$ cat config.mk
export PLATFORM = sky130hd
export DESIGN_NAME = amcr_regs
export DESIGN_NICKNAME = d
export VERILOG_FILES = /design/src/amcr_regs.v
export VERILOG_INCLUDE_DIRS = /design/src
export SDC_FILE = /design/constraint.sdc
export NUM_CORES = 1
export LEC_CHECK = 0
export BUFFER_PORTS_ARGS = -buffer_cell sky130_fd_sc_hd__buf_2
export CAP_MARGIN = 15
export CORE_UTILIZATION = 54
export CTS_CLUSTER_DIAMETER = 80
export DETAILED_ROUTE_END_ITERATION = 12
export GPL_ROUTABILITY_DRIVEN = 0
export PLACE_DENSITY = 0.9
export SYNTH_ARGS = -nofsm -noshare
export SYNTH_HDL_FRONTEND = slang
export SYNTH_SLANG_ARGS = --single-unit
export TNS_END_PERCENT = 10
$ cat constraint.sdc
create_clock -name clk -period 2.5 [get_ports clk]
set_clock_uncertainty 0.05 [all_clocks]
set_input_delay 0.125 -clock clk [delete_from_list [all_inputs] [get_ports clk]]
set_output_delay 0.125 -clock clk [all_outputs]
set_load 0.01 [all_outputs]
$ cat src/amcr_consts.vh
// constants for the audio mixer control register bank
`ifndef AMCR_CONSTS_VH
`define AMCR_CONSTS_VH
`define AMCR_SEL_INPUT   3'h0
`define AMCR_SEL_CENTER  3'h1
`define AMCR_SEL_LEFT    3'h2
`define AMCR_SEL_RIGHT   3'h3
`define AMCR_SEL_OUTPUT  3'h4
`define AMCR_SEL_GLOBAL  3'h5
`define AMCR_RST_INPUT   5'h10
`define AMCR_RST_LEVEL   5'h1f
`define AMCR_RST_OUTPUT  5'h08
`define AMCR_RST_GLOBAL  5'h03
`define AMCR_GL_PWR      4
`define AMCR_GL_BOOST6   3
`define AMCR_GL_MUTE     2
`define AMCR_GL_SPREAD   1
`define AMCR_GL_SUM      0
`define AMCR_IN_BOOST20  4
`define AMCR_OUT_CBOOST  4
`define AMCR_ROUTE_MUTE  4'hf
`endif

$ cat src/amcr_regs.v
// audio mixer control register bank with decoded mixer controls
`include "amcr_consts.vh"
// Behaviour
// - top three bits select register, low five stored
// - write-only bank; reads never drive data
// - soft shutdown keeps registers; hard shutdown reloads defaults
// - input 10000, levels 11111 after reset
// - output 01000, global 00011 after reset
// - input A boost bit selects 20dB gain
// - mapping code sets pair single-ended or differential
// - inputs summed into left, right, center
// - level codes mute or low gain steps
// - upper level codes finer steps; separate registers
// - center path boost adds 6dB
// - routing field selects 16 output modes
// - power bit zero gives low-power shutdown
// - global boost bit adds 6dB to inputs
// - input A 20dB overrides global boost
// - mute bit silences every output
// - spread modulation select bit
// - speaker sum in modes 7,8,12,13
module amcr_regs (
	input  wire        clk,
	input  wire        resetn,
	input  wire        ce,
	input  wire        hw_shutdown_n,
	input  wire        byte_valid,
	input  wire        byte_is_read,
	input  wire [7:0]  byte_data,
	output reg  [4:0]  input_routing_ctrl_q,
	output reg  [4:0]  center_level_ctrl_q,
	output reg  [4:0]  left_level_ctrl_q,
	output reg  [4:0]  right_level_ctrl_q,
	output reg  [4:0]  output_routing_ctrl_q,
	output reg  [4:0]  global_ctrl_q,
	output reg  [5:0]  pair_diff_q,
	output reg  [2:0]  left_sel_q,
	output reg  [2:0]  right_sel_q,
	output reg  [2:0]  center_sel_q,
	output reg  [1:0]  input_a_gain_q,
	output reg  [1:0]  input_bc_gain_q,
	output reg  [6:0]  left_atten_q,
	output reg  [6:0]  right_atten_q,
	output reg  [6:0]  center_atten_q,
	output reg  [3:0]  level_mute_q,
	output reg         center_path_boost_q,
	output reg  [11:0] route_mix_q,
	output reg  [3:0]  amp_enable_q,
	output reg         soft_powerdown_n_q,
	output reg         spread_modulation_sel_q,
	output reg         all_mute_q
);
	// output summary
	// register copies: the six stored command fields
	// pair_diff_q: per-pin differential flags, pair a first
	// left/right/center_sel_q: pairs a,b,c summed per signal
	// input gains: 0 plain, 1 six dB, 2 twenty dB
	// attenuation outputs: positive dB below full level
	// level_mute_q: which level codes are at mute
	// center_path_boost_q: extra gain on center path
	// route_mix_q: receiver, left, right, speaker mixes
	// amp_enable_q: amplifiers with a source and power
	// soft_powerdown_n_q: low while either shutdown holds
	// spread_modulation_sel_q: speaker modulation choice
	// all_mute_q: global mute or mute routing mode
	// hazards
	// writes are dropped while the pin is low
	// a wake reload beats a write in the same cycle
	// decoded outputs lag the registers by one edge

	// pin input synchroniser, first stage read only by second
	reg        hw_sync1_q;  // first stage
	reg        hw_sync2_q;  // second stage
	reg        hw_prev_q;   // previous synchronised level
	wire       hw_release;  // leaving hardware shutdown
	wire       wr_en;       // accepted write byte
	wire [2:0] sel;         // register selector
	wire [4:0] wdat;        // register contents

	assign sel        = byte_data[7:5];
	assign wdat       = byte_data[4:0];
	assign wr_en      = byte_valid & ~byte_is_read & hw_sync2_q;
	assign hw_release = hw_sync2_q & ~hw_prev_q;

	// attenuation in dB from a level code; 0 for mute code
	function [6:0] level_atten;
		input [4:0] code;
		begin
			// coarse 4dB steps at the bottom
			if (code[4:3] == 2'b00)
				level_atten = 7'd79 - {code[2:0], 2'b00};
			// 3dB steps
			else if (code[4:3] == 2'b01)
				level_atten = 7'd47 - ({4'd0, code[2:0]} * 7'd3);
			// 2dB steps
			else if (code[4:3] == 2'b10)
				level_atten = 7'd23 - {3'd0, code[2:0], 1'b0};
			// 1dB steps up to full level
			else
				level_atten = 7'd7 - {4'd0, code[2:0]};
			// mute code reports zero, flagged elsewhere
			if (code[3:0] == 4'd0 && code[4] == 1'b0)
				level_atten = 7'd0;
		end
	endfunction

	// synchronise the hardware shutdown pin
	always @(posedge clk or negedge resetn) begin
		if (!resetn) begin
			hw_sync1_q <= 1'b0;
			hw_sync2_q <= 1'b0;
			hw_prev_q  <= 1'b0;
		end else if (ce) begin
			hw_sync1_q <= hw_shutdown_n;
			hw_sync2_q <= hw_sync1_q;
			hw_prev_q  <= hw_sync2_q;
		end
	end

	// register bank: defaults on reset or hardware wake, else writes
	always @(posedge clk or negedge resetn) begin
		if (!resetn) begin
			input_routing_ctrl_q  <= `AMCR_RST_INPUT;
			center_level_ctrl_q   <= `AMCR_RST_LEVEL;
			left_level_ctrl_q     <= `AMCR_RST_LEVEL;
			right_level_ctrl_q    <= `AMCR_RST_LEVEL;
			output_routing_ctrl_q <= `AMCR_RST_OUTPUT;
			global_ctrl_q         <= `AMCR_RST_GLOBAL;
		end else if (ce) begin
			if (hw_release) begin
				input_routing_ctrl_q  <= `AMCR_RST_INPUT;
				center_level_ctrl_q   <= `AMCR_RST_LEVEL;
				left_level_ctrl_q     <= `AMCR_RST_LEVEL;
				right_level_ctrl_q    <= `AMCR_RST_LEVEL;
				output_routing_ctrl_q <= `AMCR_RST_OUTPUT;
				global_ctrl_q         <= `AMCR_RST_GLOBAL;
			end else if (wr_en) begin
				// writes accepted also in soft shutdown
				case (sel)
					// input mapping and input A boost
					`AMCR_SEL_INPUT:  input_routing_ctrl_q  <= wdat;
					// center level
					`AMCR_SEL_CENTER: center_level_ctrl_q   <= wdat;
					// left level
					`AMCR_SEL_LEFT:   left_level_ctrl_q     <= wdat;
					// right level
					`AMCR_SEL_RIGHT:  right_level_ctrl_q    <= wdat;
					// output routing and center boost
					`AMCR_SEL_OUTPUT: output_routing_ctrl_q <= wdat;
					// power, boost, mute, modulation, sum
					`AMCR_SEL_GLOBAL: global_ctrl_q         <= wdat;
					default: begin
						// selectors 6 and 7 ignored
					end
				endcase
			end
		end
	end

	// combinational decode of mixer controls
	reg  [5:0]  diff_d;   // per-pin differential flags a1,a2,b1,b2,c1,c2
	reg  [2:0]  l_d;      // pairs a,b,c feeding left
	reg  [2:0]  r_d;      // pairs feeding right
	reg  [2:0]  m_d;      // pairs feeding center
	reg  [11:0] mix_d;    // receiver,lhp,rhp,spk each {l,r,m}
	reg  [3:0]  en_d;     // amplifier enables
	reg         split_d;  // mapping codes with split differential pairs
	wire [3:0]  map;      // input mapping code
	wire [3:0]  route;    // output routing code
	wire        spk_sum;  // speaker sum bit
	assign map     = input_routing_ctrl_q[3:0];
	assign route   = output_routing_ctrl_q[3:0];
	assign spk_sum = global_ctrl_q[`AMCR_GL_SUM];

	always @* begin
		diff_d = 6'd0;
		l_d    = 3'd0;
		r_d    = 3'd0;
		m_d    = 3'd0;
		split_d = (map == 4'h4) || (map == 4'h5) || (map == 4'ha) || (map == 4'hb);
		// bit2 pair a, bit1 pair b, bit0 pair c
		case (map)
			// all pairs stereo
			4'h0: begin l_d = 3'b111; r_d = 3'b111; end
			// pair c to center
			4'h1: begin l_d = 3'b110; r_d = 3'b110; m_d = 3'b001; end
			// pair b to center
			4'h2: begin l_d = 3'b101; r_d = 3'b101; m_d = 3'b010; end
			// pairs b and c to center
			4'h3: begin l_d = 3'b100; r_d = 3'b100; m_d = 3'b011; end
			// pair c into left, pair b into right
			4'h4: begin l_d = 3'b101; r_d = 3'b110; end
			// pair b into left, pair c into right
			4'h5: begin l_d = 3'b110; r_d = 3'b101; end
			// pair a to center
			4'h6: begin l_d = 3'b011; r_d = 3'b011; m_d = 3'b100; end
			// pairs a and c to center
			4'h7: begin l_d = 3'b010; r_d = 3'b010; m_d = 3'b101; end
			// pairs a and b to center
			4'h8: begin l_d = 3'b001; r_d = 3'b001; m_d = 3'b110; end
			// center only
			4'h9: begin m_d = 3'b110; end
			// pair a center, c left, b right
			4'ha: begin l_d = 3'b001; r_d = 3'b010; m_d = 3'b100; end
			// pair a center, b left, c right
			4'hb: begin l_d = 3'b010; r_d = 3'b001; m_d = 3'b100; end
			default: begin
				// undefined codes route nothing
				l_d = 3'b000;
			end
		endcase
		// differential pairs: those feeding center, or pairs b and c in 4,5,a,b
		diff_d[5:4] = {2{m_d[2]}};
		diff_d[3:2] = {2{m_d[1] | (split_d & (l_d[1] | r_d[1]))}};
		diff_d[1:0] = {2{m_d[0] | (split_d & (l_d[0] | r_d[0]))}};
		mix_d = 12'd0;
		// output routing; speaker takes right only when sum bit set
		case (route)
			// receiver center
			4'h1: mix_d[11:9] = 3'b001;
			// speaker center
			4'h2: mix_d[2:0]  = 3'b001;
			// headphones and speaker center
			4'h3: begin mix_d[8:6] = 3'b001; mix_d[5:3] = 3'b001; mix_d[2:0] = 3'b001; end
			// headphones center
			4'h4: begin mix_d[8:6] = 3'b001; mix_d[5:3] = 3'b001; end
			// receiver left plus right
			4'h6: mix_d[11:9] = 3'b110;
			// speaker stereo sum
			4'h7: mix_d[2:0]  = {1'b1, spk_sum, 1'b0};
			// stereo headphones with speaker
			4'h8: begin mix_d[8:6] = 3'b100; mix_d[5:3] = 3'b010; mix_d[2:0] = {1'b1, spk_sum, 1'b0}; end
			// stereo headphones only
			4'h9: begin mix_d[8:6] = 3'b100; mix_d[5:3] = 3'b010; end
			// receiver full mix
			4'hb: mix_d[11:9] = 3'b111;
			// speaker full mix
			4'hc: mix_d[2:0]  = {1'b1, spk_sum, 1'b1};
			// headphones with center, speaker full mix
			4'hd: begin mix_d[8:6] = 3'b101; mix_d[5:3] = 3'b011; mix_d[2:0] = {1'b1, spk_sum, 1'b1}; end
			// headphones with center only
			4'he: begin mix_d[8:6] = 3'b101; mix_d[5:3] = 3'b011; end
			// modes 0, 5, 10 off; 15 mute
			default: mix_d = 12'd0;
		endcase
		en_d = {|mix_d[11:9], |mix_d[8:6], |mix_d[5:3], |mix_d[2:0]};
	end

	// registered decoded controls
	always @(posedge clk or negedge resetn) begin
		if (!resetn) begin
			pair_diff_q             <= 6'd0;
			left_sel_q              <= 3'd0;
			right_sel_q             <= 3'd0;
			center_sel_q            <= 3'd0;
			input_a_gain_q          <= 2'd0;
			input_bc_gain_q         <= 2'd0;
			left_atten_q            <= 7'd0;
			right_atten_q           <= 7'd0;
			center_atten_q          <= 7'd0;
			level_mute_q            <= 4'hf;
			center_path_boost_q     <= 1'b0;
			route_mix_q             <= 12'd0;
			amp_enable_q            <= 4'd0;
			soft_powerdown_n_q      <= 1'b0;
			spread_modulation_sel_q <= 1'b0;
			all_mute_q              <= 1'b1;
		end else if (ce) begin
			pair_diff_q  <= diff_d;
			left_sel_q   <= l_d;
			right_sel_q  <= r_d;
			center_sel_q <= m_d;
			// gain code 0:0dB 1:6dB 2:20dB
			if (input_routing_ctrl_q[`AMCR_IN_BOOST20])
				input_a_gain_q <= 2'd2;
			else
				input_a_gain_q <= {1'b0, global_ctrl_q[`AMCR_GL_BOOST6]};
			// pairs b and c only see the global boost
			input_bc_gain_q <= {1'b0, global_ctrl_q[`AMCR_GL_BOOST6]};
			// per-signal attenuation from level codes
			left_atten_q    <= level_atten(left_level_ctrl_q);
			right_atten_q   <= level_atten(right_level_ctrl_q);
			center_atten_q  <= level_atten(center_level_ctrl_q);
			level_mute_q    <= {1'b0, center_level_ctrl_q == 5'd0,
				left_level_ctrl_q == 5'd0, right_level_ctrl_q == 5'd0};
			// extra center gain
			center_path_boost_q <= output_routing_ctrl_q[`AMCR_OUT_CBOOST];
			// routing and power gating
			route_mix_q  <= mix_d;
			amp_enable_q <= en_d & {4{hw_sync2_q & global_ctrl_q[`AMCR_GL_PWR]}};
			soft_powerdown_n_q      <= global_ctrl_q[`AMCR_GL_PWR] & hw_sync2_q;
			spread_modulation_sel_q <= global_ctrl_q[`AMCR_GL_SPREAD];
			all_mute_q <= global_ctrl_q[`AMCR_GL_MUTE] | (route == `AMCR_ROUTE_MUTE);
		end
	end
endmodule

* Word-level counts from Yosys, hierarchy flattened *
Index checks and enable logic that the tools add are counted.

word-level totals
  output and inout port bits = 94
  bits of input ports = 14
  logic and storage cells = 179
  bits in registers = 95

cells by class
  mux-type cells = 37
  eq/ne operators = 35
  $add $sub $neg = 12
  reductions and logical operators = 50
  multiply operators = 3
  bitwise logic cells = 17

operators by type and width
  cell                                                                 number
  5-bit two-way mux                                                    18
  7-bit two-way mux                                                    12
  4-bit == test (second input constant)                                11
  3-bit one-hot mux with 7 select lines                                2
  2-bit OR reduction                                                   15
  4-bit by 3-bit == test with 1-bit output (second input constant)     7
  6-bit by 5-bit subtractor with 7-bit output (first input constant)   3
  7-bit by 5-bit subtractor with 7-bit output (first input constant)   3
  3-bit one-hot mux with 3 select lines                                2
  3-bit one-hot mux with 6 select lines                                1
  6-bit one-hot mux with 3 select lines                                1
  3-bit AND reduction                                                  6
  5-bit by 4-bit subtractor with 6-bit output (first input constant)   3
  4-bit by 2-bit == test with 1-bit output (second input constant)     4
  4-bit zero test                                                      4
  5-bit zero test                                                      3
  3-bit by 2-bit multiplier with 5-bit output (second input constant)  3
  3-bit OR reduction                                                   5
  2-bit nonzero test                                                   7
  3-bit by 3-bit subtractor with 4-bit output (first input constant)   3
  4-bit by 1-bit == test with 1-bit output (second input constant)     2
  1-bit bitwise AND                                                    6
  2-bit by 1-bit == test with 1-bit output (second input constant)     3
  2-bit == test (second input constant)                                3
  other kinds (11)                                                     27

* Longest topological paths before layout *
  word-level depth = 6
  depth in mapped cells = 8

* Worst setup path after synthesis *
OpenSTA, ideal clock, no wires.

  path type = register -> register
  from = register right_level_ctrl_q[2]
  to = register right_atten_q[2]
  path slack = 263 ps
  required time = 2372 ps
  setup time = 78 ps
  data arrival time = 2109 ps
  path buffers = 1
  cell stages (with the launch flop) = 8
  cell sequence = dfstp_2 > buf_2 > inv_1 > ha_1 > inv_1 > fa_1 > mux4_2 > o2bb2ai_1

between the ends
  cells in the longest elaborated chain, start to end = 5

ends and longest elaborated chain
  element                                                                                                            line                             RTL
  start, declared                                                                                                    amcr_regs.v:33                   output reg [4:0] right_level_ctrl_q,
  start signal, assigned                                                                                             amcr_regs.v:126                  right_level_ctrl_q <= `AMCR_RST_LEVEL;
  start signal, assigned                                                                                             amcr_regs.v:134                  right_level_ctrl_q <= `AMCR_RST_LEVEL;
  start signal, assigned                                                                                             amcr_regs.v:147                  `AMCR_SEL_RIGHT: right_level_ctrl_q <= wdat;
  3-bit by 2-bit multiplier with 5-bit output / 3-bit by 3-bit subtractor with 4-bit output (equally long branches)  amcr_regs.v:94, amcr_regs.v:100
  6-bit by 5-bit subtractor with 7-bit output / 7-bit two-way mux (equally long branches)                            amcr_regs.v:94, amcr_regs.v:96
  7-bit two-way mux                                                                                                  amcr_regs.v:93                   else if (code[4:3] == 2'b01)
  7-bit two-way mux                                                                                                  amcr_regs.v:90                   if (code[4:3] == 2'b00)
  7-bit two-way mux (*)                                                                                              amcr_regs.v:102                  if (code[3:0] == 4'd0 && code[4] == 1'b0)
  end signal, assigned                                                                                               amcr_regs.v:282                  right_atten_q <= level_atten(right_level_ctrl_q);
  end, declared                                                                                                      amcr_regs.v:43                   output reg [6:0] right_atten_q,

Every way passes the cells marked *; elsewhere a longest branch is shown, timed or not.
A chain may end at the register's enable or synchronous reset.

* Final worst setup path *
Same ends and word-level chain as after synthesis.

==> out/metrics.cfg <==
[route]
avgViaCountPerCell=5.69
drt_iter0_drc=212
wl_um=9990
antenna_left=0
drc=0
vias=3404
dr.pass1.iters=5
wire_per_inst_um=16.7

[outcome]
outcome=completed

[clock_tree]
cts_inserted_buffers=9
clockBufferDepth=2
root_buffer=clkbuf_8
clock-sinks=86
path_clk_slew_ns=0.08
cts_tree=done
clk_latency_ns=0.35
htreeDepth=3

[critical_path]
worstSetupPathType=reg2reg
critPathMaxFanout=11
crit_required_ns=2.72
worst_r2r_path_depth=6
r2r_end=right_atten_q[2]
cp.arrival_ns=2.59
ff2ff_setup_slack_ns=0.13
setup.worst_path.end_class=register
r2r_start=right_level_ctrl_q[2]
startpoint_type=register

[timing]
finalSetupViolations=0
tns_ns=0
max_freq_mhz=422
final_max_slew_viol_count=0
fin_crit_sh=0.948
rsz0062_at_grt=false
holdWs_ns=0.103
worst_pin_slew_ns=1.04
slew_headroom=0.307
final.min_clock_period_ns=2.37
final_hold_viol_count=0

[floorplanning]
core_um2=8260
rows=33
die_w_um=94.5
ios=108
die_y_um=94.5
start_util=0.560
die-area_um2=8940

[logic_synthesis]
yosysTopAreaCellShare=0.336
synth.avg_cell_area_um2=11.6
ys_async_sr_fraction=1.00
ys_top_cells_by_area=dfrtp_1 34%, dfstp_2 14%, mux2_2 10%, a221oi_4 3.4%, ha_1 3.2%
synth_common_cells=62 x dfrtp_1, 43 x mux2_2, 25 x inv_1, 24 x dfstp_2, 19 x nor2_1
postSynthCellCount=400
synth_seq_cells=86
synth-edff-count=0
yosysTopAreaCell=dfrtp_1
ys_seq_area_frac=0.472
yosysMostFrequentCell=dfrtp_1
synth_cell_types=53
synth_area_um2=4620
synth-main-ff-cell=dfrtp_1
ys_warn_count=0

[grt]
first_global_vias=3253
grt_pass1_wl_um=16000
track_usage=0.237
grt_antenna_before_repair=0
overflow=0
grt_max_degree=85

[min_path]
worst_hold_path_type=in2reg
holdPathStages=3
hp-start=byte_data[1]
holdPathEnd=input_routing_ctrl_q[1]

[layout]
drive_above_1_share=0.410
diodes=0
fillers=683
area_delta_synth_final_pct=14.7
nNetsFinal=517

[placement]
dp_hpwl_um=7010
numPortBuffers=104

[pwr]
p_comb_frac=0.461
power_leakage_uw=0.00246
internal-power_uw=4140
pwr-share-seq=0.414
power_frac_clock=0.125
ir_drop_mv=0.834
switching_share=0.408
net-switching-power_uw=2850
power.density_nw_per_um2=1320

[job]
maxCapViolCount=0

==> how the worst max path moves through the flow <==
stage,slack (ns),depth (start not counted),endpoint,start
3_3_place_gp,0.33,6,center_atten_q[2],center_level_ctrl_q[2]
4_1_cts,0.13,6,right_atten_q[2],right_level_ctrl_q[2]
3_5_place_dp,0.16,6,right_atten_q[2],right_level_ctrl_q[2]
2_1_floorplan,0.26,7,right_atten_q[2],right_level_ctrl_q[2]
6_report,0.13,6,right_atten_q[2],right_level_ctrl_q[2]
5_1_grt,0.03,6,right_atten_q[2],right_level_ctrl_q[2]
==> critical path, stage by stage (launching register included) <==
cell       delay [ns]
dfstp_2          0.63
inv_1            0.10
ha_1             0.33
inv_1            0.08
fa_1             0.49
mux4_2           0.46
o2bb2ai_1        0.15
==> through the flow <==
stage | setup slack [ns] | std cells | area (um2) | util | total power (uW)
after floorplan | 0.263 | 402 | 4630 | - | 5050
after global placement | 0.325 | 580 | 5110 | 0.619 | 5860
after detailed placement | 0.163 | 580 | 5110 | 0.619 | 6120
after CTS | 0.127 | 598 | 5300 | 0.642 | 7030
after global routing | 0.0311 | 598 | 5300 | 0.642 | 7500
final | 0.131 | 598 | 5300 | 0.642 | 6980
==> layout by cell type (no fill, tap or decap), drive strengths merged, types with 5 or more instances in the layout <==
cell type	count
o2bb2ai	17
ha	12
nand3b	7
nand2	17
and2	6
mux2	43
buf	110
a21oi	15
clkbuf	15
dfstp	24
inv	25
a221oi	6
o21ai	9
o41ai	5
nor4	5
nand2b	14
dfrtp	62
mux2i	5
nor2	19
a31oi	9
xnor2	6
nor2b	11
==> area by class of cell <==
class / instances / area [um2] / share of cell area
Clock buffer: 15 / 166 / 0.0314
Clock inverter: 1 / 5.00 / 0.000944
Inverter: 25 / 93.8 / 0.0177
Multi-Input combinational cell: 254 / 2140 / 0.403
Sequential cell: 86 / 2180 / 0.411
Tap cell: 105 / 131 / 0.0248
Timing Repair Buffer: 112 / 588 / 0.111
==> power by group through the flow <==
stage	logic (uW)	registers, uW	clock network, uW
6_report	3220	2890	872
4_1_cts	3240	2880	902
5_1_grt	3540	3000	959
3_5_place_dp	3220	2900	0
3_3_place_gp	3020	2840	0
2_1_floorplan	2240	2810	0
==> cell families (layout without fill, tap and decap cells) <==
| group | count (synthesis) | in the layout | share of synthesized area |
|---|---|---|---|
| simple gates | 96 | 96 | 0.120 |
| buf+inv | 62 | 153 | 0.0674 |
| fa+ha+maj | 15 | 15 | 0.0455 |
| flops | 86 | 86 | 0.472 |
| xor+xnor | 9 | 9 | 0.0171 |
| mux | 51 | 51 | 0.130 |
| compound gates | 80 | 80 | 0.147 |
| other cells | 1 | 3 | 0.000811 |
==> repair_timing <==
action                                  4_1_cts  5_1_grt
hold buffers                                  2        0
endpoints found under the hold margin        63        0
gates resized for setup                       0        0
endpoints found under the setup margin        0        0
buffers inserted                              0        0
==> registers in the layout (all words and copies together) (netlist names), 2 cells and up <==
name,cells
right_sel_q,3
right_level_ctrl_q,5
right_atten_q,7
input_a_gain_q,2
input_routing_ctrl_q,5
route_mix_q,7
output_routing_ctrl_q,5
center_sel_q,2
center_atten_q,7
left_sel_q,3
center_level_ctrl_q,5
left_atten_q,7
pair_diff_q,3
left_level_ctrl_q,5
global_ctrl_q,5
amp_enable_q,3
level_mute_q,4
==> layer usage <==
metal,up-vias,track usage,wire length (um),share of wire
li1,1578,-,-,-
met1,1689,0.304,4360,0.44
met2,119,0.391,4900,0.49
met3,18,0.0491,523,0.052
met4,0,0.0960,212,0.021
met5,-,0,0,0
Power figures use the tool's default switching activity.
